===== src/hw/tec_pkg.sv =====
package tec_pkg;
  // Register byte offsets on the Wishbone slave
  localparam logic [3:0] ADDR_COUNT = 4'h0;
  localparam logic [3:0] ADDR_CTRL = 4'h4;
  localparam logic [3:0] ADDR_SYSCFG = 4'h8;
  // Control register field positions
  localparam int MODE_HI = 7;
  localparam int MODE_LO = 6;
  localparam int RUN_BIT = 4;
  localparam int EDGE_BIT = 3;
  localparam int PSC_HI = 2;
  localparam int PSC_LO = 0;
  // System config register fields (clock select, divider output, direction)
  localparam int CLKSEL_HI = 1;
  localparam int CLKSEL_LO = 0;
  localparam int PFD_SEL_BIT = 2;
  localparam int PIN_DIR_BIT = 3;
  // Reset values, control write mask and sys/4 divider terminal count
  localparam logic [7:0] CTRL_RST = 8'h08;
  localparam logic [7:0] SYSCFG_RST = 8'h08;
  localparam logic [7:0] CTRL_WMASK = 8'hdf;
  localparam logic [1:0] FSYS4_DIV = 2'h3;

  typedef enum logic [1:0] {
    TEC_MODE_NONE = 2'h0,
    TEC_MODE_EVENT = 2'h1,
    TEC_MODE_TIMER = 2'h2,
    TEC_MODE_PULSE = 2'h3
  } tec_mode_t;

  typedef enum logic [1:0] {
    TEC_CLK_SYS = 2'h0,
    TEC_CLK_SYS4 = 2'h1,
    TEC_CLK_LOW_SPEED_INTERNAL_OSC = 2'h2,
    TEC_CLK_LIRC2 = 2'h3
  } tec_clksel_t;

  typedef enum {TEC_PW_IDLE, TEC_PW_WAIT, TEC_PW_COUNT} tec_pw_t;

  // Wishbone request bundle
  typedef struct packed {
    logic cyc;
    logic stb;
    logic we;
    logic [3:0] adr;
    logic [3:0] sel;
    logic [31:0] dat;
  } tec_wb_req_t;

  // All module state
  typedef struct packed {
    logic [7:0] count;
    logic [7:0] preload;
    logic [7:0] ctrl;
    logic [7:0] syscfg;
    logic [6:0] psc;
    logic [1:0] div4;
    logic pin_q;
    logic low_speed_internal_osc_q;
    logic src_q;
    logic irq;
    logic ack;
    logic [31:0] rdat;
    tec_pw_t pw;
  } tec_state_t;
endpackage


===== src/hw/tec_timer.sv =====
`timescale 1ns/1ps
// Contract
// - One 8-bit counter, counts up by one per qualifying pulse or edge.
// - Control bits 7:6 select timer, event counting or pulse capture.
// - On overflow raise interrupt, reload from preload, keep counting.
// - Preload write while disabled is copied into counter at once.
// - Preload write while running waits in preload until next overflow.
// - Reading the count register returns present counter contents.
// - Control bit 4 high runs the counter, low stops it.
// - Control bits 2:0 divide internal clock; ignored for external pin.
// - Internal clock is system clock, system clock/4, or low-speed osc.
// - Event mode counts pin transitions of polarity picked by edge select.
// - Control bit 3 selects active edge in event and pulse modes.
// - Pin drives divider output only if selected and direction is output.
// - Preload content after power-on is unknown, no reset value needed.
// - Mode 00 none, 01 event, 10 timer, 11 pulse capture.
// - Event mode edge select 0 counts rising, 1 counts falling.
// - Pulse mode waits active edge, counts, stops and clears run bit.
module tec_timer (
  input wire logic mclk, // System clock, 100 MHz
  input wire logic rst_n, // Async reset, active low
  input wire logic clk_en, // Freezes all state when low
  input wire tec_pkg::tec_wb_req_t wb_req, // Wishbone request
  output logic [31:0] wb_dat_o, // Wishbone read data
  output logic wb_ack_o, // Wishbone acknowledge
  input wire logic low_speed_internal_osc_clk_i, // Low-speed osc level, sampled
  input wire logic timer_pin_i, // Shared timer pin input level
  input wire logic pfd_i, // Frequency-divider signal
  output logic timer_pin_o, // Pin output value
  output logic timer_pin_oe, // Pin output enable
  output logic pin_read_o, // Normal input reading of the pin
  output logic irq_o // Overflow interrupt pulse
);
  tec_pkg::tec_state_t st_r;
  tec_pkg::tec_state_t st_nxt;

  // Divide-by-2^n tap from the free-running prescaler
  function automatic logic psc_tap(input logic [2:0] code, input logic [6:0] p);
    psc_tap = (code == 3'h0) ? 1'b1 : (p[code - 3'h1 +: 1] == 1'b0) &&
              ((p & ((7'h1 << code) - 7'h1)) == 7'h0) ? 1'b1 : 1'b0;
  endfunction

  logic bus_req;
  logic wr_count;
  logic wr_ctrl;
  logic wr_cfg;
  logic run;
  logic src_tick;
  logic int_tick;
  logic pin_rise;
  logic pin_fall;
  logic active_edge;
  logic end_edge;
  logic do_inc;
  logic [7:0] rd_byte;
  tec_pkg::tec_mode_t mode;
  tec_pkg::tec_clksel_t csel;

  // Bus decode; ack answers one cycle after the strobe and drops after
  assign bus_req = wb_req.cyc && wb_req.stb && !st_r.ack;
  assign wr_count = bus_req && wb_req.we && wb_req.sel[0] && wb_req.adr == tec_pkg::ADDR_COUNT;
  assign wr_ctrl = bus_req && wb_req.we && wb_req.sel[0] && wb_req.adr == tec_pkg::ADDR_CTRL;
  assign wr_cfg = bus_req && wb_req.we && wb_req.sel[0] && wb_req.adr == tec_pkg::ADDR_SYSCFG;

  assign mode = tec_pkg::tec_mode_t'(st_r.ctrl[tec_pkg::MODE_HI:tec_pkg::MODE_LO]);
  assign run = st_r.ctrl[tec_pkg::RUN_BIT];
  assign csel = tec_pkg::tec_clksel_t'(st_r.syscfg[tec_pkg::CLKSEL_HI:tec_pkg::CLKSEL_LO]);

  // Source clock ticks: mclk, mclk/4, or low-speed osc falling edge
  always_comb begin
    unique case (csel)
      tec_pkg::TEC_CLK_SYS: src_tick = 1'b1;
      tec_pkg::TEC_CLK_SYS4: src_tick = (st_r.div4 == tec_pkg::FSYS4_DIV);
      tec_pkg::TEC_CLK_LOW_SPEED_INTERNAL_OSC, tec_pkg::TEC_CLK_LIRC2: src_tick = st_r.low_speed_internal_osc_q && !low_speed_internal_osc_clk_i;
    endcase
  end

  // Prescaled internal tick; prescaler counts source ticks only
  assign int_tick = src_tick && psc_tap(st_r.ctrl[tec_pkg::PSC_HI:tec_pkg::PSC_LO], st_r.psc);

  // Pin edges, pin taken as synchronous
  assign pin_rise = !st_r.pin_q && timer_pin_i;
  assign pin_fall = st_r.pin_q && !timer_pin_i;
  assign active_edge = st_r.ctrl[tec_pkg::EDGE_BIT] ? pin_fall : pin_rise;
  // Pulse mode: edge select 0 starts on falling, ends on rising
  assign end_edge = st_r.ctrl[tec_pkg::EDGE_BIT] ? pin_fall : pin_rise;

  // Increment qualifier per mode
  always_comb begin
    unique case (mode)
      tec_pkg::TEC_MODE_EVENT: do_inc = run && active_edge;
      tec_pkg::TEC_MODE_TIMER: do_inc = run && int_tick;
      tec_pkg::TEC_MODE_PULSE: do_inc = run && st_r.pw == tec_pkg::TEC_PW_COUNT && int_tick && !end_edge;
      tec_pkg::TEC_MODE_NONE: do_inc = 1'b0;
    endcase
  end

  // Read mux; unmapped addresses read zero
  always_comb begin
    rd_byte = 8'h00;
    if (wb_req.adr == tec_pkg::ADDR_COUNT) begin
      rd_byte = st_r.count;
    end else if (wb_req.adr == tec_pkg::ADDR_CTRL) begin
      rd_byte = st_r.ctrl;
    end else if (wb_req.adr == tec_pkg::ADDR_SYSCFG) begin
      rd_byte = st_r.syscfg;
    end
  end

  // Next-state logic
  always_comb begin
    st_nxt = st_r;
    st_nxt.ack = bus_req;
    st_nxt.irq = 1'b0;
    st_nxt.pin_q = timer_pin_i;
    st_nxt.low_speed_internal_osc_q = low_speed_internal_osc_clk_i;
    st_nxt.div4 = st_r.div4 + 2'h1;
    if (src_tick) begin
      st_nxt.psc = st_r.psc + 7'h1;
    end
    if (bus_req && !wb_req.we) begin
      st_nxt.rdat = {24'h000000, rd_byte};
    end
    // Counting; overflow past full count reloads preload
    if (do_inc) begin
      if (st_r.count == 8'hff) begin
        st_nxt.count = st_r.preload;
        st_nxt.irq = 1'b1;
      end else begin
        st_nxt.count = st_r.count + 8'h01;
      end
    end
    // Pulse capture sequencing
    if (mode == tec_pkg::TEC_MODE_PULSE && run) begin
      unique case (st_r.pw)
        tec_pkg::TEC_PW_IDLE, tec_pkg::TEC_PW_WAIT: begin
          st_nxt.pw = (st_r.ctrl[tec_pkg::EDGE_BIT] ? pin_rise : pin_fall)
                      ? tec_pkg::TEC_PW_COUNT : tec_pkg::TEC_PW_WAIT;
        end
        tec_pkg::TEC_PW_COUNT: begin
          if (end_edge) begin
            st_nxt.pw = tec_pkg::TEC_PW_IDLE;
            st_nxt.ctrl[tec_pkg::RUN_BIT] = 1'b0;
          end
        end
      endcase
    end else begin
      st_nxt.pw = tec_pkg::TEC_PW_IDLE;
    end
    // Software writes; a control write lands after the hardware clear
    if (wr_count) begin
      st_nxt.preload = wb_req.dat[7:0];
      if (!run) begin
        st_nxt.count = wb_req.dat[7:0];
      end
    end
    if (wr_ctrl) begin
      st_nxt.ctrl = wb_req.dat[7:0] & tec_pkg::CTRL_WMASK;
      st_nxt.pw = tec_pkg::TEC_PW_IDLE;
    end
    if (wr_cfg) begin
      st_nxt.syscfg = {4'h0, wb_req.dat[3:0]};
    end
  end

  // State register; preload has no meaningful reset, zeroed for tidiness
  always_ff @(posedge mclk or negedge rst_n) begin
    if (!rst_n) begin
      st_r <= '0;
      st_r.ctrl <= tec_pkg::CTRL_RST;
      st_r.syscfg <= tec_pkg::SYSCFG_RST;
      st_r.pw <= tec_pkg::TEC_PW_IDLE;
    end else if (clk_en) begin
      st_r <= st_nxt;
    end
  end

  assign wb_ack_o = st_r.ack;
  assign wb_dat_o = st_r.rdat;
  assign irq_o = st_r.irq && clk_en;
  assign pin_read_o = timer_pin_i;
  // Pin driven only with divider selected and direction output
  assign timer_pin_oe = st_r.syscfg[tec_pkg::PFD_SEL_BIT] && !st_r.syscfg[tec_pkg::PIN_DIR_BIT];
  assign timer_pin_o = timer_pin_oe ? pfd_i : 1'b0;

  // Assertions
  overflow_irq_a: assert property (@(posedge mclk) disable iff (!rst_n)
    clk_en && do_inc && st_r.count == 8'hff && !wr_count |=> st_r.irq && st_r.count == $past(st_r.preload))
    else $error("overflow did not reload and interrupt");
  irq_single_a: assert property (@(posedge mclk) disable iff (!rst_n)
    st_r.irq && clk_en && !(do_inc && st_r.count == 8'hff) |=> !st_r.irq)
    else $error("interrupt longer than one cycle");
  count_step_a: assert property (@(posedge mclk) disable iff (!rst_n)
    clk_en && do_inc && st_r.count != 8'hff && !wr_count |=> st_r.count == $past(st_r.count) + 8'h01)
    else $error("counter did not step by one");
  stop_hold_a: assert property (@(posedge mclk) disable iff (!rst_n)
    clk_en && !run && !wr_count |=> $stable(st_r.count)) else $error("stopped counter moved");
  preload_off_a: assert property (@(posedge mclk) disable iff (!rst_n)
    clk_en && wr_count && !run |=> st_r.count == $past(wb_req.dat[7:0])) else $error("preload not copied");
  preload_run_a: assert property (@(posedge mclk) disable iff (!rst_n)
    clk_en && wr_count && run && !do_inc |=> $stable(st_r.count)) else $error("running preload hit counter");
  pulse_clear_a: assert property (@(posedge mclk) disable iff (!rst_n)
    clk_en && mode == tec_pkg::TEC_MODE_PULSE && run && st_r.pw == tec_pkg::TEC_PW_COUNT && end_edge && !wr_ctrl
    |=> !run) else $error("pulse end did not clear run");
  mode_none_a: assert property (@(posedge mclk) disable iff (!rst_n)
    mode == tec_pkg::TEC_MODE_NONE |-> !do_inc) else $error("counting with no mode");
  pin_drive_a: assert property (@(posedge mclk) disable iff (!rst_n)
    timer_pin_oe |-> st_r.syscfg[tec_pkg::PFD_SEL_BIT] && !st_r.syscfg[tec_pkg::PIN_DIR_BIT])
    else $error("pin driven without divider selection");
  ack_one_a: assert property (@(posedge mclk) disable iff (!rst_n)
    clk_en && bus_req |=> wb_ack_o ##1 !wb_ack_o [*1]) else $error("ack shape wrong");

  // Preload captures every count write, running or not; otherwise it holds
  preload_cap_a: assert property (@(posedge mclk) disable iff (!rst_n)
    clk_en && wr_count |=> st_r.preload == $past(wb_req.dat[7:0]))
    else $error("preload write not captured");
  preload_keep_a: assert property (@(posedge mclk) disable iff (!rst_n)
    clk_en && !wr_count |=> $stable(st_r.preload))
    else $error("preload changed without a write");

  // Control and config writes land with their masks applied
  ctrl_write_a: assert property (@(posedge mclk) disable iff (!rst_n)
    clk_en && wr_ctrl |=> st_r.ctrl == ($past(wb_req.dat[7:0]) & tec_pkg::CTRL_WMASK))
    else $error("control write not applied");
  cfg_write_a: assert property (@(posedge mclk) disable iff (!rst_n)
    clk_en && wr_cfg |=> st_r.syscfg == {4'h0, $past(wb_req.dat[3:0])})
    else $error("config write not applied");
  // Only software changes mode, edge and ratio; hardware may only clear run
  ctrl_keep_a: assert property (@(posedge mclk) disable iff (!rst_n)
    clk_en && !wr_ctrl |=> $stable(st_r.ctrl[7:5]) && $stable(st_r.ctrl[3:0]))
    else $error("control field changed without a write");
  run_set_a: assert property (@(posedge mclk) disable iff (!rst_n)
    clk_en && !wr_ctrl && !run |=> !run)
    else $error("run bit set by hardware");
  ctrl_gap_a: assert property (@(posedge mclk) disable iff (!rst_n)
    !st_r.ctrl[5]) else $error("unused control bit set");

  // Writes that miss the map or the low byte lane change nothing
  unmapped_a: assert property (@(posedge mclk) disable iff (!rst_n)
    clk_en && bus_req && wb_req.we && !wr_count && !wr_ctrl && !wr_cfg
    |=> $stable(st_r.syscfg) && $stable(st_r.preload) && $stable(st_r.ctrl[7:5]))
    else $error("ignored write changed a register");
  ack_cause_a: assert property (@(posedge mclk) disable iff (!rst_n)
    clk_en && !bus_req |=> !wb_ack_o) else $error("ack without request");
  read_count_a: assert property (@(posedge mclk) disable iff (!rst_n)
    clk_en && bus_req && !wb_req.we && wb_req.adr == tec_pkg::ADDR_COUNT
    |=> wb_dat_o[7:0] == $past(st_r.count))
    else $error("count read wrong");
  read_upper_a: assert property (@(posedge mclk) disable iff (!rst_n)
    wb_dat_o[31:8] == 24'h000000) else $error("upper read lanes not zero");

  // Interrupt only ever follows a real overflow
  irq_cause_a: assert property (@(posedge mclk) disable iff (!rst_n)
    clk_en && !(do_inc && st_r.count == 8'hff) |=> !st_r.irq)
    else $error("interrupt without overflow");
  run_gate_a: assert property (@(posedge mclk) disable iff (!rst_n)
    !run |-> !do_inc) else $error("increment while stopped");

  // Event mode follows the pin edge alone, the prescaler plays no part
  event_rise_a: assert property (@(posedge mclk) disable iff (!rst_n)
    mode == tec_pkg::TEC_MODE_EVENT && run && !st_r.ctrl[tec_pkg::EDGE_BIT] |-> do_inc == pin_rise)
    else $error("rising edge count wrong");
  event_fall_a: assert property (@(posedge mclk) disable iff (!rst_n)
    mode == tec_pkg::TEC_MODE_EVENT && run && st_r.ctrl[tec_pkg::EDGE_BIT] |-> do_inc == pin_fall)
    else $error("falling edge count wrong");
  timer_tick_a: assert property (@(posedge mclk) disable iff (!rst_n)
    mode == tec_pkg::TEC_MODE_TIMER |-> do_inc == (run && int_tick))
    else $error("timer tick not counted");

  // Pulse mode waits for its start edge, then counts internal ticks
  pulse_wait_a: assert property (@(posedge mclk) disable iff (!rst_n)
    mode == tec_pkg::TEC_MODE_PULSE && st_r.pw != tec_pkg::TEC_PW_COUNT |-> !do_inc)
    else $error("pulse counted before start edge");
  pulse_start_a: assert property (@(posedge mclk) disable iff (!rst_n)
    clk_en && mode == tec_pkg::TEC_MODE_PULSE && run && st_r.pw != tec_pkg::TEC_PW_COUNT && !wr_ctrl &&
    (st_r.ctrl[tec_pkg::EDGE_BIT] ? pin_rise : pin_fall) |=> st_r.pw == tec_pkg::TEC_PW_COUNT)
    else $error("pulse start edge missed");
  pulse_count_a: assert property (@(posedge mclk) disable iff (!rst_n)
    mode == tec_pkg::TEC_MODE_PULSE && run && st_r.pw == tec_pkg::TEC_PW_COUNT && !end_edge |-> do_inc == int_tick)
    else $error("pulse tick not counted");
  pulse_end_a: assert property (@(posedge mclk) disable iff (!rst_n)
    mode == tec_pkg::TEC_MODE_PULSE && st_r.pw == tec_pkg::TEC_PW_COUNT && end_edge |-> !do_inc)
    else $error("pulse end edge counted");
  pulse_idle_a: assert property (@(posedge mclk) disable iff (!rst_n)
    clk_en && mode != tec_pkg::TEC_MODE_PULSE |=> st_r.pw == tec_pkg::TEC_PW_IDLE)
    else $error("pulse sequencer left busy");
  pw_legal_a: assert property (@(posedge mclk) disable iff (!rst_n)
    st_r.pw inside {tec_pkg::TEC_PW_IDLE, tec_pkg::TEC_PW_WAIT, tec_pkg::TEC_PW_COUNT})
    else $error("pulse sequencer state illegal");

  // Tick spacing while the timer runs; a freeze stretches it, so it is left out
  psc_none_a: assert property (@(posedge mclk) disable iff (!rst_n)
    csel == tec_pkg::TEC_CLK_SYS && st_r.ctrl[tec_pkg::PSC_HI:tec_pkg::PSC_LO] == 3'h0 |-> int_tick)
    else $error("undivided tick missing");
  psc_div2_a: assert property (@(posedge mclk) disable iff (!rst_n || !clk_en)
    mode == tec_pkg::TEC_MODE_TIMER && run && csel == tec_pkg::TEC_CLK_SYS && !wr_ctrl &&
    st_r.ctrl[tec_pkg::PSC_HI:tec_pkg::PSC_LO] == 3'h1 && int_tick |=> !int_tick ##1 int_tick)
    else $error("divide by two spacing wrong");
  psc_div4_a: assert property (@(posedge mclk) disable iff (!rst_n || !clk_en)
    mode == tec_pkg::TEC_MODE_TIMER && run && csel == tec_pkg::TEC_CLK_SYS && !wr_ctrl &&
    st_r.ctrl[tec_pkg::PSC_HI:tec_pkg::PSC_LO] == 3'h2 && int_tick |=> !int_tick [*3] ##1 int_tick)
    else $error("divide by four spacing wrong");
  psc_div8_a: assert property (@(posedge mclk) disable iff (!rst_n || !clk_en)
    mode == tec_pkg::TEC_MODE_TIMER && run && csel == tec_pkg::TEC_CLK_SYS && !wr_ctrl &&
    st_r.ctrl[tec_pkg::PSC_HI:tec_pkg::PSC_LO] == 3'h3 && int_tick |=> !int_tick [*7] ##1 int_tick)
    else $error("divide by eight spacing wrong");
  src_sys_a: assert property (@(posedge mclk) disable iff (!rst_n)
    csel == tec_pkg::TEC_CLK_SYS |-> src_tick) else $error("system clock tick missing");
  sys4_rate_a: assert property (@(posedge mclk) disable iff (!rst_n || !clk_en)
    mode == tec_pkg::TEC_MODE_TIMER && run && csel == tec_pkg::TEC_CLK_SYS4 && src_tick && !wr_cfg
    |=> !src_tick [*3] ##1 src_tick)
    else $error("quarter rate tick spacing wrong");
  slow_tick_a: assert property (@(posedge mclk) disable iff (!rst_n)
    (csel == tec_pkg::TEC_CLK_LOW_SPEED_INTERNAL_OSC || csel == tec_pkg::TEC_CLK_LIRC2) && src_tick |-> !low_speed_internal_osc_clk_i)
    else $error("slow tick off its falling edge");

  // Pin follows the divider only while driven; clock enable low freezes all
  pin_quiet_a: assert property (@(posedge mclk) disable iff (!rst_n)
    !timer_pin_oe |-> !timer_pin_o) else $error("pin value without drive");
  pin_follow_a: assert property (@(posedge mclk) disable iff (!rst_n)
    timer_pin_oe |-> timer_pin_o == pfd_i) else $error("pin not following divider");
  pin_read_a: assert property (@(posedge mclk) disable iff (!rst_n)
    pin_read_o == timer_pin_i) else $error("pin reading lost");
  freeze_hold_a: assert property (@(posedge mclk) disable iff (!rst_n)
    !clk_en |=> $stable(st_r)) else $error("state moved while frozen");
  irq_gate_a: assert property (@(posedge mclk) disable iff (!rst_n)
    !clk_en |-> !irq_o) else $error("interrupt leaked while frozen");

  overflow_c: cover property (@(posedge mclk) disable iff (!rst_n) st_r.irq);
  event_c: cover property (@(posedge mclk) disable iff (!rst_n) mode == tec_pkg::TEC_MODE_EVENT && do_inc);
  pulse_c: cover property (@(posedge mclk) disable iff (!rst_n)
    st_r.pw == tec_pkg::TEC_PW_COUNT ##[1:200] !run);
  event_wrap_c: cover property (@(posedge mclk) disable iff (!rst_n) mode == tec_pkg::TEC_MODE_EVENT && st_r.irq);
  freeze_c: cover property (@(posedge mclk) disable iff (!rst_n) !clk_en && run);
endmodule // tec_timer


===== config.mk =====
export PLATFORM = sky130hd
export DESIGN_NAME = tec_timer
export DESIGN_NICKNAME = d
export VERILOG_FILES = /design/src/hw/tec_pkg.sv /design/src/hw/tec_timer.sv
export SDC_FILE = /design/constraint.sdc
export NUM_CORES = 1
export LEC_CHECK = 0
export BUFFER_PORTS_ARGS = -buffer_cell sky130_fd_sc_hd__buf_2
export CAP_MARGIN = 20
export CORE_MARGIN = 8
export CORE_UTILIZATION = 53
export DETAILED_ROUTE_END_ITERATION = 16
export PLACE_DENSITY = 0.92
export SLEW_MARGIN = 15
export SYNTH_ARGS = -nofsm -noshare
export SYNTH_HDL_FRONTEND = slang
export SYNTH_SLANG_ARGS = --single-unit

===== constraint.sdc =====
create_clock -name mclk -period 3.8 [get_ports mclk]
set_input_delay 0.19 -clock mclk [delete_from_list [all_inputs] [get_ports mclk]]
set_output_delay 0.19 -clock mclk [all_outputs]
set_load 0.02 [all_outputs]

==> metrics.txt, run 1 <==
Post-DP Area between 0.003 and 0.004 mm^2; grt ovf 0; post-route clock period utilization 0.828; largest net degree at the start of global routing 51; RePlAce Congestion 0.909; Worst Hold Endpoint st_r[107]; Hold Fails Final Rpt 0; Routed Antenna Nets 0; status finished clean; via/cell ratio 5.63; Sequential Power Share 0.525; area grow syn2layout 4.32%; dominant register cell in the synthesized netlist dfrtp_1; nets 410; first-pass GRT wire length about 11000 um; detailed placement HPWL 5340 um; Power Dens Cells 398 mW/mm^2; via count 2400; number of synthesized flops with an enable pin 0; PortBufs 34; flop2flop setup slack 0.65 ns; worst skew pair latency ~0.31 ns; Fillers 505; GRT Util Overall 0.160; clk_skew around 0.007 ns; worst hold path class in -> reg; htree depth 2; post-synthesis cell area 0.00324 mm^2; async set-reset flop share out of synthesis 1.00; cts repair resizes 0; syn avg cell area 9.91 um^2; beginning of the worst hold path wb_req[5]; reg2reg start st_r[86]; CP required 4.00 ns; Std-Cell Rows 28; Die H 94.2 um; max-cap violation count 0; CTS tree built; Critical Path AT around 3.4 ns; Crit Path Class reg -> reg; Placeable Area a little under 0.006 mm^2; Worst setup SP type register; ANT cells 0; Slew @ Worst Pin 0.753 ns; Netlist cell types 60; clk sinks 50; R2R depth 11; cell-internal power 0.000907 W; setup repair bufs after CTS 0; final core occ 0.571; commonest non-fill, non-tap cell in the layout dfrtp_1; CTS clk-pin slew, worst paths 0.09 ns; DR WL/cell approximately 16 um; clock power share 0.240; Max Root-Sink Buffers 2; Peak VDD IR 0.000253 V; CTS buffer count 5; vias in the first global route approximately 2400; TNS Setup 0 ns; drt pass-1 iters 4; final WL around 7000 um; Root Driver clkbuf_8; Reg-to-Reg End st_r[104]; initial core utilization 0.548; Final min period 3.15 ns; commonest non-fill, non-tap cells in the layout 48 x dfrtp_1, 33 x buf_2, 28 x nor2_1; FF+latch count, synth 50; drt drc 0; final setup fails 0; Final Cell Area 0.00338 mm^2; layout cells sized above 1 0.242; hold path cells 3; die area approximately 0.0089 mm^2; antenna violations before repair 0; I/O pin total 86; worst-path fanout max 8; Slew Viols, Final 0; DR iter-0 viols slightly below 100; Sw Pwr 0.000438 W; Post-Syn Instances around 330; element type at the critical path end register; Logic pwr share 0.235; Sw Share 0.325; fmax 318 MHz; sequential area share after synthesis 0.387; Slew headroom 0.495; Die X-Extent 94.2 um; RSZ-0062 raised after global routing no; Leakage 1.54 nW; synth warn 0
==> worst max path at each step <==
stage                      endpoint  startpoint
after CTS                 st_r[104]    st_r[86]
after floorplan           st_r[104]    st_r[86]
after global placement    st_r[104]    st_r[86]
final                     st_r[104]    st_r[86]
after detailed placement  st_r[104]    st_r[86]
after global routing      st_r[104]    st_r[86]
==> timing repair <==
item / in CTS / in global routing
endpoints found under the setup margin: 0 / 0
hold endpoints to repair: 0 / 48
hold buffers: 0 / 1
==> power groups by stage <==
stage          registers [W]  clock network, W  logic, W
6_report            0.000705          0.000323  0.000317
5_1_grt             0.000717          0.000351  0.000348
4_1_cts             0.000703          0.000329  0.000318
3_5_place_dp        0.000714                 0  0.000317
3_3_place_gp        0.000709                 0  0.000302
2_1_floorplan       0.000683                 0  0.000285
==> synth_stat cells, types with 3 or more instances <==
| cell type | n | area [um^2] |
|---|---|---|
| nor2b_1 | 4 | 25.0 |
| clkbuf_1 | 4 | 15.0 |
| a21oi_1 | 14 | 70.1 |
| a221oi_1 | 3 | 26.3 |
| and3b_1 | 3 | 26.3 |
| o211ai_1 | 4 | 30.0 |
| nand3b_1 | 3 | 22.5 |
| xnor2_1 | 7 | 61.3 |
| or2b_2 | 3 | 26.3 |
| mux2i_1 | 9 | 90.1 |
| dfrtp_1 | 48 | 1200 |
| nand4_1 | 6 | 37.5 |
| ha_1 | 11 | 138 |
| nor3_1 | 6 | 30.0 |
| xor2_1 | 4 | 35.0 |
| mux2_2 | 24 | 270 |
| o31ai_1 | 7 | 52.6 |
| inv_1 | 7 | 26.3 |
| o21ai_0 | 14 | 70.1 |
| and2_1 | 5 | 31.3 |
| nor2_1 | 28 | 105 |
| o21a_1 | 3 | 22.5 |
| buf_4 | 33 | 248 |
| nand2_1 | 26 | 97.6 |
| nand2b_1 | 4 | 25.0 |
| nand3_1 | 5 | 25.0 |
==> sequential cells by signal, indices dropped and copies added (netlist names) <==
name	cells
csel	2
wb_ack_o	1
st_r	36
run	1
wb_dat_o	8
mode	2
==> routing by layer <==
metal	GRT usage	share of wire	vias up	wire length, um
met2	0.253	0.46	91	3190
met4	0.0647	0.020	0	142
met1	0.204	0.44	1145	3070
met3	0.0384	0.082	13	575
met5	0	0	-	0
li1	-	-	1151	-
==> stage by stage <==
| step | power, W | setup slack [ns] | hold slack (ns) | instances |
|---|---|---|---|---|
| CTS | 0.00135 | 0.658 | 0.120 | 425 |
| global placement | 0.00101 | 0.757 | 0.421 | 417 |
| finish | 0.00134 | 0.652 | 0.127 | 426 |
| detailed placement | 0.00103 | 0.677 | 0.442 | 417 |
| global route | 0.00142 | 0.396 | 0.135 | 426 |
| floorplan | 0.000969 | 1.04 | -0.106 | 350 |
==> cell type report <==
class | count | area (um^2) | area share
clock inverter | 1 | 5.00 | 0.00148
sequential | 50 | 1250 | 0.371
inverter | 7 | 26.3 | 0.00777
multi-input combinational | 251 | 1730 | 0.513
clock buffer | 7 | 86.3 | 0.0255
tap | 75 | 93.8 | 0.0277
timing repair buffer | 35 | 183 | 0.0540
==> cell families after synthesis <==
logic type               after synthesis  synth area share
buffers and inverters                 49             0.105
AO/OA/AOI/OAI                         60             0.125
multiplexers                          34             0.119
AND/OR/NAND/NOR                      111             0.191
adder cells (fa/ha/maj)               11            0.0425
flip-flops                            50             0.387
other                                  1           0.00116
XOR/XNOR                              11            0.0297
==> critical path, stage by stage, from the launching register on <==
cell       delay [ns]
dfrtp_1          0.46
inv_1            0.17
ha_1             0.34
or2b_2           0.35
ha_1             0.29
and2b_2          0.22
a2111oi_2        0.04
o211ai_1         0.12
nor3_2           0.08
a211oi_1         0.49
nor2_1           0.18
o221a_2          0.30
(Power assumes the default switching activity.)
==> run 2, diff against run 1 <==
--- a/config.mk
+++ b/config.mk
@@ -8,9 +8,9 @@
 export BUFFER_PORTS_ARGS = -buffer_cell sky130_fd_sc_hd__buf_2
 export CAP_MARGIN = 20
 export CORE_MARGIN = 8
-export CORE_UTILIZATION = 53
+export CORE_UTILIZATION = 48
 export DETAILED_ROUTE_END_ITERATION = 16
-export PLACE_DENSITY = 0.92
+export PLACE_DENSITY = 0.89
 export SLEW_MARGIN = 15
 export SYNTH_ARGS = -nofsm -noshare
 export SYNTH_HDL_FRONTEND = slang
==> constraint.sdc (replaced) <==
create_clock -name mclk -period 2.77 [get_ports mclk]
set_input_delay 0.1385 -clock mclk [delete_from_list [all_inputs] [get_ports mclk]]
set_output_delay 0.1385 -clock mclk [all_outputs]
set_load 0.02 [all_outputs]
==> run 2 against run 1 <==
Routed wire length increased by 7.9%. Critical path depth increased by 1. Cell area increased by 7.5%. Sequential share of layout area decreased by 2.6 points. Total power increased by 52%. Register-to-register slack got worse by 0.60 ns. Largest power group unchanged. Global-route usage decreased by 0.27 points. Fmax increased by 16%. Largest cell class unchanged.
==> metrics.txt, run 2 (synthesis gave the netlist of run 1 again) <==
WL met3 531 um (-7.7%); top layer in use met4; worst skew pair latency 0.31 ns (about the same); DR WL/cell 16.8 um (+2.6%); Crit Path Class reg -> reg; Std-Cell Rows 30 (+7.1%); clk sinks 50 (unchanged); M1 WL 3010 um (-2.1%); final WL 7520 um (+7.9%); DR iter-0 viols 172 (+77%); CP required 2.96 ns (-1.04 ns); Top reg by flops st_r; worst hold path class in -> reg; worst-path fanout max 6 (-2); I/O pin total 86 (unchanged); initial core utilization 0.485 (-0.0623); drt pass-1 iters 4 (unchanged); Slew headroom 0.538 (+0.0423); Slew @ Worst Pin 0.690 ns (-0.0631 ns); cell-internal power 0.00139 W (+53%); layout cells sized above 1 0.307 (+0.0649); Sequential Power Share 0.480 (-0.045); Max Root-Sink Buffers 2 (unchanged); ANT cells 0 (unchanged); commonest non-fill, non-tap cells in the layout 48 x dfrtp_1, 33 x buf_2, 27 x nor2_1; GRT Util Overall 0.157 (-0.00275); drt drc 0 (unchanged); Slew Viols, Final 0 (unchanged); final setup fails 0 (unchanged); CTS buffer count 5 (unchanged); post-route clock period utilization 0.981 (+0.152); clk_skew 0.0151 ns (+0.00801 ns); antenna violations before repair 0 (unchanged); element type at the critical path end register; Leakage 1.65 nW (+7.1%); RSZ-0062 raised after global routing yes; commonest non-fill, non-tap cell in the layout dfrtp_1; vias in the first global route 2555 (+7.2%); grt ovf 0 (unchanged); clock power share 0.269 (+0.029); CTS clk-pin slew, worst paths 0.10 ns (about the same); first-pass GRT wire length 12400 um (+8.5%); Final min period 2.72 ns (-0.432 ns); Routed Antenna Nets 0 (unchanged); Root Driver clkbuf_8; die area 0.00964 mm^2 (+8.6%); RePlAce Congestion 0.872 (-4.0%); WL met2 3730 um (+17%); area grow syn2layout 12.2%; Die X-Extent 98.2 um (+4.2%); Die H 98.2 um (+4.2%); Placeable Area 0.00668 mm^2 (+13%); Fillers 581 (+15%); Hold Fails Final Rpt 0 (unchanged); detailed placement HPWL 5530 um (+3.5%); max reg flops 36 (unchanged); Sw Share 0.322 (-0.00340); via/cell ratio 5.59 (-0.83%); PortBufs 34 (unchanged); nets 427 (+4.1%); Final Cell Area 0.00364 mm^2 (+7.5%); status finished clean; Peak VDD IR 0.000262 V (+3.5%); Sw Pwr 0.000659 W (+51%); Worst setup SP type register; TNS Setup 0 ns (unchanged); largest net degree at the start of global routing 51 (unchanged); CTS tree built; fmax 368 MHz (+16%); Post-DP Area 0.00337 mm^2 (+2.7%); htree depth 2 (unchanged); max-cap violation count 0 (unchanged); Power Dens Cells 563 mW/mm^2 (+42%); final core occ 0.544 (-0.0268); Critical Path AT 2.91 ns (-0.44 ns); Logic pwr share 0.251 (+0.016); via count 2503 (+4.3%)
-- run 2: per-layer routing --
layer  track usage  up-vias
met5             0        -
met4        0.0767        0
met3        0.0427       20
met2         0.264       96
met1         0.181     1202
li1              -     1185
-- run 2: path summary, 6_finish.rpt --
check / from / end / slack [ns] / cells past startpoint
min in group asynchronous: rst_n / wb_dat_o[4] / 0.39 / 2
worst min register to register: wb_dat_o[2] / wb_dat_o[2] / 0.49 / 2
max in group asynchronous: rst_n / st_r[109] / 1.96 / 2
worst max register to register: st_r[86] / st_r[109] / 0.05 / 12
worst min-delay path: wb_req[5] / st_r[107] / 0.05 / 3
worst max-delay path: st_r[86] / st_r[109] / 0.05 / 12
-- run 2: worst max-delay path: stages, from the launching register on --
cell	delay, ns
dfrtp_1	0.42
inv_2	0.08
ha_4	0.16
or2b_4	0.22
ha_4	0.13
or3b_4	0.38
a2111oi_4	0.30
o211ai_1	0.15
nor3_2	0.11
buf_4	0.16
a21o_4	0.13
nand3_4	0.11
o211a_1	0.25
-- run 2: final cells by class --
class	instances	area (um^2)	area share
multi-input combinational	251	1820	0.501
inverter	7	26.3	0.00722
timing repair buffer	52	314	0.0863
clock buffer	6	82.6	0.0227
sequential	50	1250	0.345
clock inverter	2	38.8	0.0107
tap	80	100	0.0275
-- run 2: power groups by stage --
stage,logic (W),registers [W],clock network [W]
floorplan,0.000392,0.000937,0
global placement,0.000437,0.000971,0
detailed placement,0.000460,0.000986,0
CTS,0.000498,0.000976,0.000560
global route,0.000562,0.000994,0.000589
finish,0.000513,0.000981,0.000551
-- run 2: stage by stage --
stage / setup WS, ns / std cells / hold WS, ns / total power [W]
2_1_floorplan: 0.0116 / 350 / -0.157 / 0.00133
3_3_place_gp: -0.00993 / 433 / 0.362 / 0.00141
3_5_place_dp: -0.121 / 433 / 0.375 / 0.00145
4_1_cts: 0.00265 / 447 / 0.0479 / 0.00203
5_1_grt: -0.0629 / 448 / 0.0859 / 0.00215
6_report: 0.0535 / 448 / 0.0524 / 0.00205
-- run 2: timing repair --
item,4_1_cts,5_1_grt
setup endpoints to repair,8,9
buffers inserted,6,0
gates resized for setup,14,6
endpoints found under the hold margin,0,48
hold buffers,0,1
pin swaps,9,6
==> run 3, diff against run 2 <==
--- a/config.mk
+++ b/config.mk
@@ -7,6 +7,7 @@
 export LEC_CHECK = 0
 export BUFFER_PORTS_ARGS = -buffer_cell sky130_fd_sc_hd__buf_2
 export CAP_MARGIN = 20
+export CORE_ASPECT_RATIO = 0.8
 export CORE_MARGIN = 8
 export CORE_UTILIZATION = 48
 export DETAILED_ROUTE_END_ITERATION = 16
==> run 3 against run 2 <==
Global-route usage up 0.49 points. Die area increased by 0.17%. Routed wire length up 2.0%. Total power decreased by 6.3%. Count of clock-buffer cells in the layout stayed put. Register-to-register slack better by 0.04 ns. First-iteration DRC count rose by 44%. Non-clock buffer count stayed put. Sequential cell count stayed put. Critical path type unchanged. Critical endpoint is now st_r[104]. Largest cell class unchanged.
==> metrics.txt, run 3 (synthesis gave the netlist of run 1 again) <==
Fillers 527 (-9.3%); Root Driver clkbuf_8; Placeable Area 0.00647 mm^2 (-3.1%); fmax 374 MHz (+1.5%); final setup fails 0 (unchanged); RePlAce Congestion 0.884 (+1.4%); Final Cell Area 0.00363 mm^2 (-0.24%); clk sinks 50 (unchanged); Sw Share 0.338 (+0.0160); via/cell ratio 5.66 (+1.3%); Top reg by flops st_r; cell-internal power 0.00127 W (-8.5%); Std-Cell Rows 26 (-13%); CP required 2.97 ns (about the same); PortBufs 34 (unchanged); initial core utilization 0.501 (+0.0156); drt pass-1 iters 4 (unchanged); Max Root-Sink Buffers 2 (unchanged); Die X-Extent 108 um (+9.9%); Power Dens Cells 529 mW/mm^2 (-6.0%); Slew headroom 0.541 (+0.00291); flop2flop setup slack 0.09 ns (+0.04 ns); Final min period 2.68 ns (-0.0401 ns); nets 427 (unchanged); Slew Viols, Final 0 (unchanged); Sw Pwr 0.000648 W (-1.6%); commonest non-fill, non-tap cell in the layout dfrtp_1; die area 0.00966 mm^2 (+0.17%); Logic pwr share 0.273 (+0.022); max-cap violation count 0 (unchanged); detailed placement HPWL 5700 um (+3.0%); GRT Util Overall 0.162 (+0.00490); Die H 89.5 um (-8.8%); DR WL/cell 17.0 um (+1.1%); Cell Count, Final, Fillers Out 452 (+0.89%); drt drc 0 (unchanged); I/O pin total 86 (unchanged); first-pass GRT wire length 12500 um (+0.84%); element type at the critical path end register; commonest non-fill, non-tap cells in the layout 48 x dfrtp_1, 33 x buf_2, 27 x nor2_1; CTS tree built; Critical Path AT 2.88 ns (-0.03 ns); total power 0.00192 W (-6.3%); CTS buffer count 5 (unchanged); Post-DP Area 0.00336 mm^2 (about the same); via count 2557 (+2.2%); ANT cells 0 (unchanged); worst skew pair latency 0.30 ns (about the same); grt ovf 0 (unchanged); final WL 7680 um (+2.0%); vias in the first global route 2531 (-0.94%); Hold Fails Final Rpt 0 (unchanged); layout cells sized above 1 0.313 (+0.00543); Peak VDD IR 0.000236 V (-10%); Worst setup SP type register; max reg flops 36 (unchanged); R2R depth 13 (+1); beginning of the worst hold path wb_req[5]; placed instance count 436 (+0.69%); reg2reg start st_r[87]; CTS clk-pin slew, worst paths 0.09 ns (about the same); worst hold path class in -> reg; Leakage 1.64 nW (-0.76%); Worst Hold Endpoint st_r[107]; clock power share 0.220 (-0.049); Crit Path Class reg -> reg; worst-path fanout max 6 (unchanged); clk_skew 0.00720 ns (-0.00788 ns); largest net degree at the start of global routing 51 (unchanged); hold path cells 3 (unchanged); Hold WS 0.0561 ns (+0.00370 ns); Slew @ Worst Pin 0.684 ns (-0.00587 ns); DR iter-0 viols 248 (+44%); Sequential Power Share 0.507 (+0.027); status finished clean; antenna violations before repair 0 (unchanged); post-route clock period utilization 0.966 (-0.0145); area grow syn2layout 11.9%; Reg-to-Reg End st_r[104]; Routed Antenna Nets 0 (unchanged); htree depth 2 (unchanged)
-- run 3: critical path, cell delays in order (launching register included) --
cell	delay [ns]
dfrtp_1	0.37
inv_2	0.07
buf_6	0.12
ha_4	0.16
nand2b_4	0.08
ha_4	0.13
or3b_4	0.38
a2111oi_4	0.30
o211ai_1	0.17
nor3_2	0.12
buf_4	0.16
a21o_4	0.14
nand3_4	0.11
o221a_4	0.25
-- run 3: how the worst max path moves through the flow --
| stage | startpoint | end | cells after the start |
|---|---|---|---|
| 5_1_grt | st_r[87] | st_r[107] | 13 |
| 3_5_place_dp | st_r[86] | st_r[107] | 11 |
| 4_1_cts | st_r[86] | st_r[104] | 11 |
| 6_report | st_r[87] | st_r[104] | 13 |
| 2_1_floorplan | st_r[86] | st_r[104] | 11 |
| 3_3_place_gp | st_r[86] | st_r[107] | 11 |
-- run 3: through the flow --
step	setup TNS, ns	setup slack [ns]	utilization
after global routing	-0.00307	-0.00307	0.560
after global placement	-0.00901	-0.00674	0.520
final	0	0.0936	0.560
after CTS	-0.353	-0.0880	0.553
after floorplan	0	0.0116	-
after detailed placement	-0.912	-0.152	0.520
-- run 3: repair_timing --
| action | 4_1_cts | 5_1_grt |
|---|---|---|
| setup buffers | 6 | 2 |
| hold endpoints to repair | 0 | 48 |
| setup endpoints to repair | 9 | 9 |
| hold buffers | 0 | 1 |
| resized for setup | 17 | 6 |
| pin swaps | 13 | 5 |
-- run 3: routing by layer --
| metal | track usage | wire length (um) |
|---|---|---|
| met5 | 0 | 0 |
| met4 | 0.0565 | 128 |
| met3 | 0.0324 | 724 |
| met2 | 0.273 | 3750 |
| met1 | 0.204 | 3070 |
-- run 3: power groups by stage --
| stage | Sequential (W) | Clock [W] | Combinational, W |
|---|---|---|---|
| after global routing | 0.000989 | 0.000458 | 0.000568 |
| after detailed placement | 0.000980 | 0 | 0.000462 |
| after CTS | 0.000968 | 0.000434 | 0.000499 |
| after global placement | 0.000971 | 0 | 0.000434 |
| after floorplan | 0.000937 | 0 | 0.000392 |
| final | 0.000972 | 0.000423 | 0.000523 |
-- run 3: layout make-up --
cell class / instances / area [um^2] / share of cell area
timing repair buffer: 52 / 318 / 0.0876
inverter: 7 / 26.3 / 0.00724
sequential: 50 / 1250 / 0.346
tap: 84 / 105 / 0.0290
clock inverter: 2 / 13.8 / 0.00379
multi-input combinational: 251 / 1840 / 0.507
clock buffer: 6 / 72.6 / 0.0200
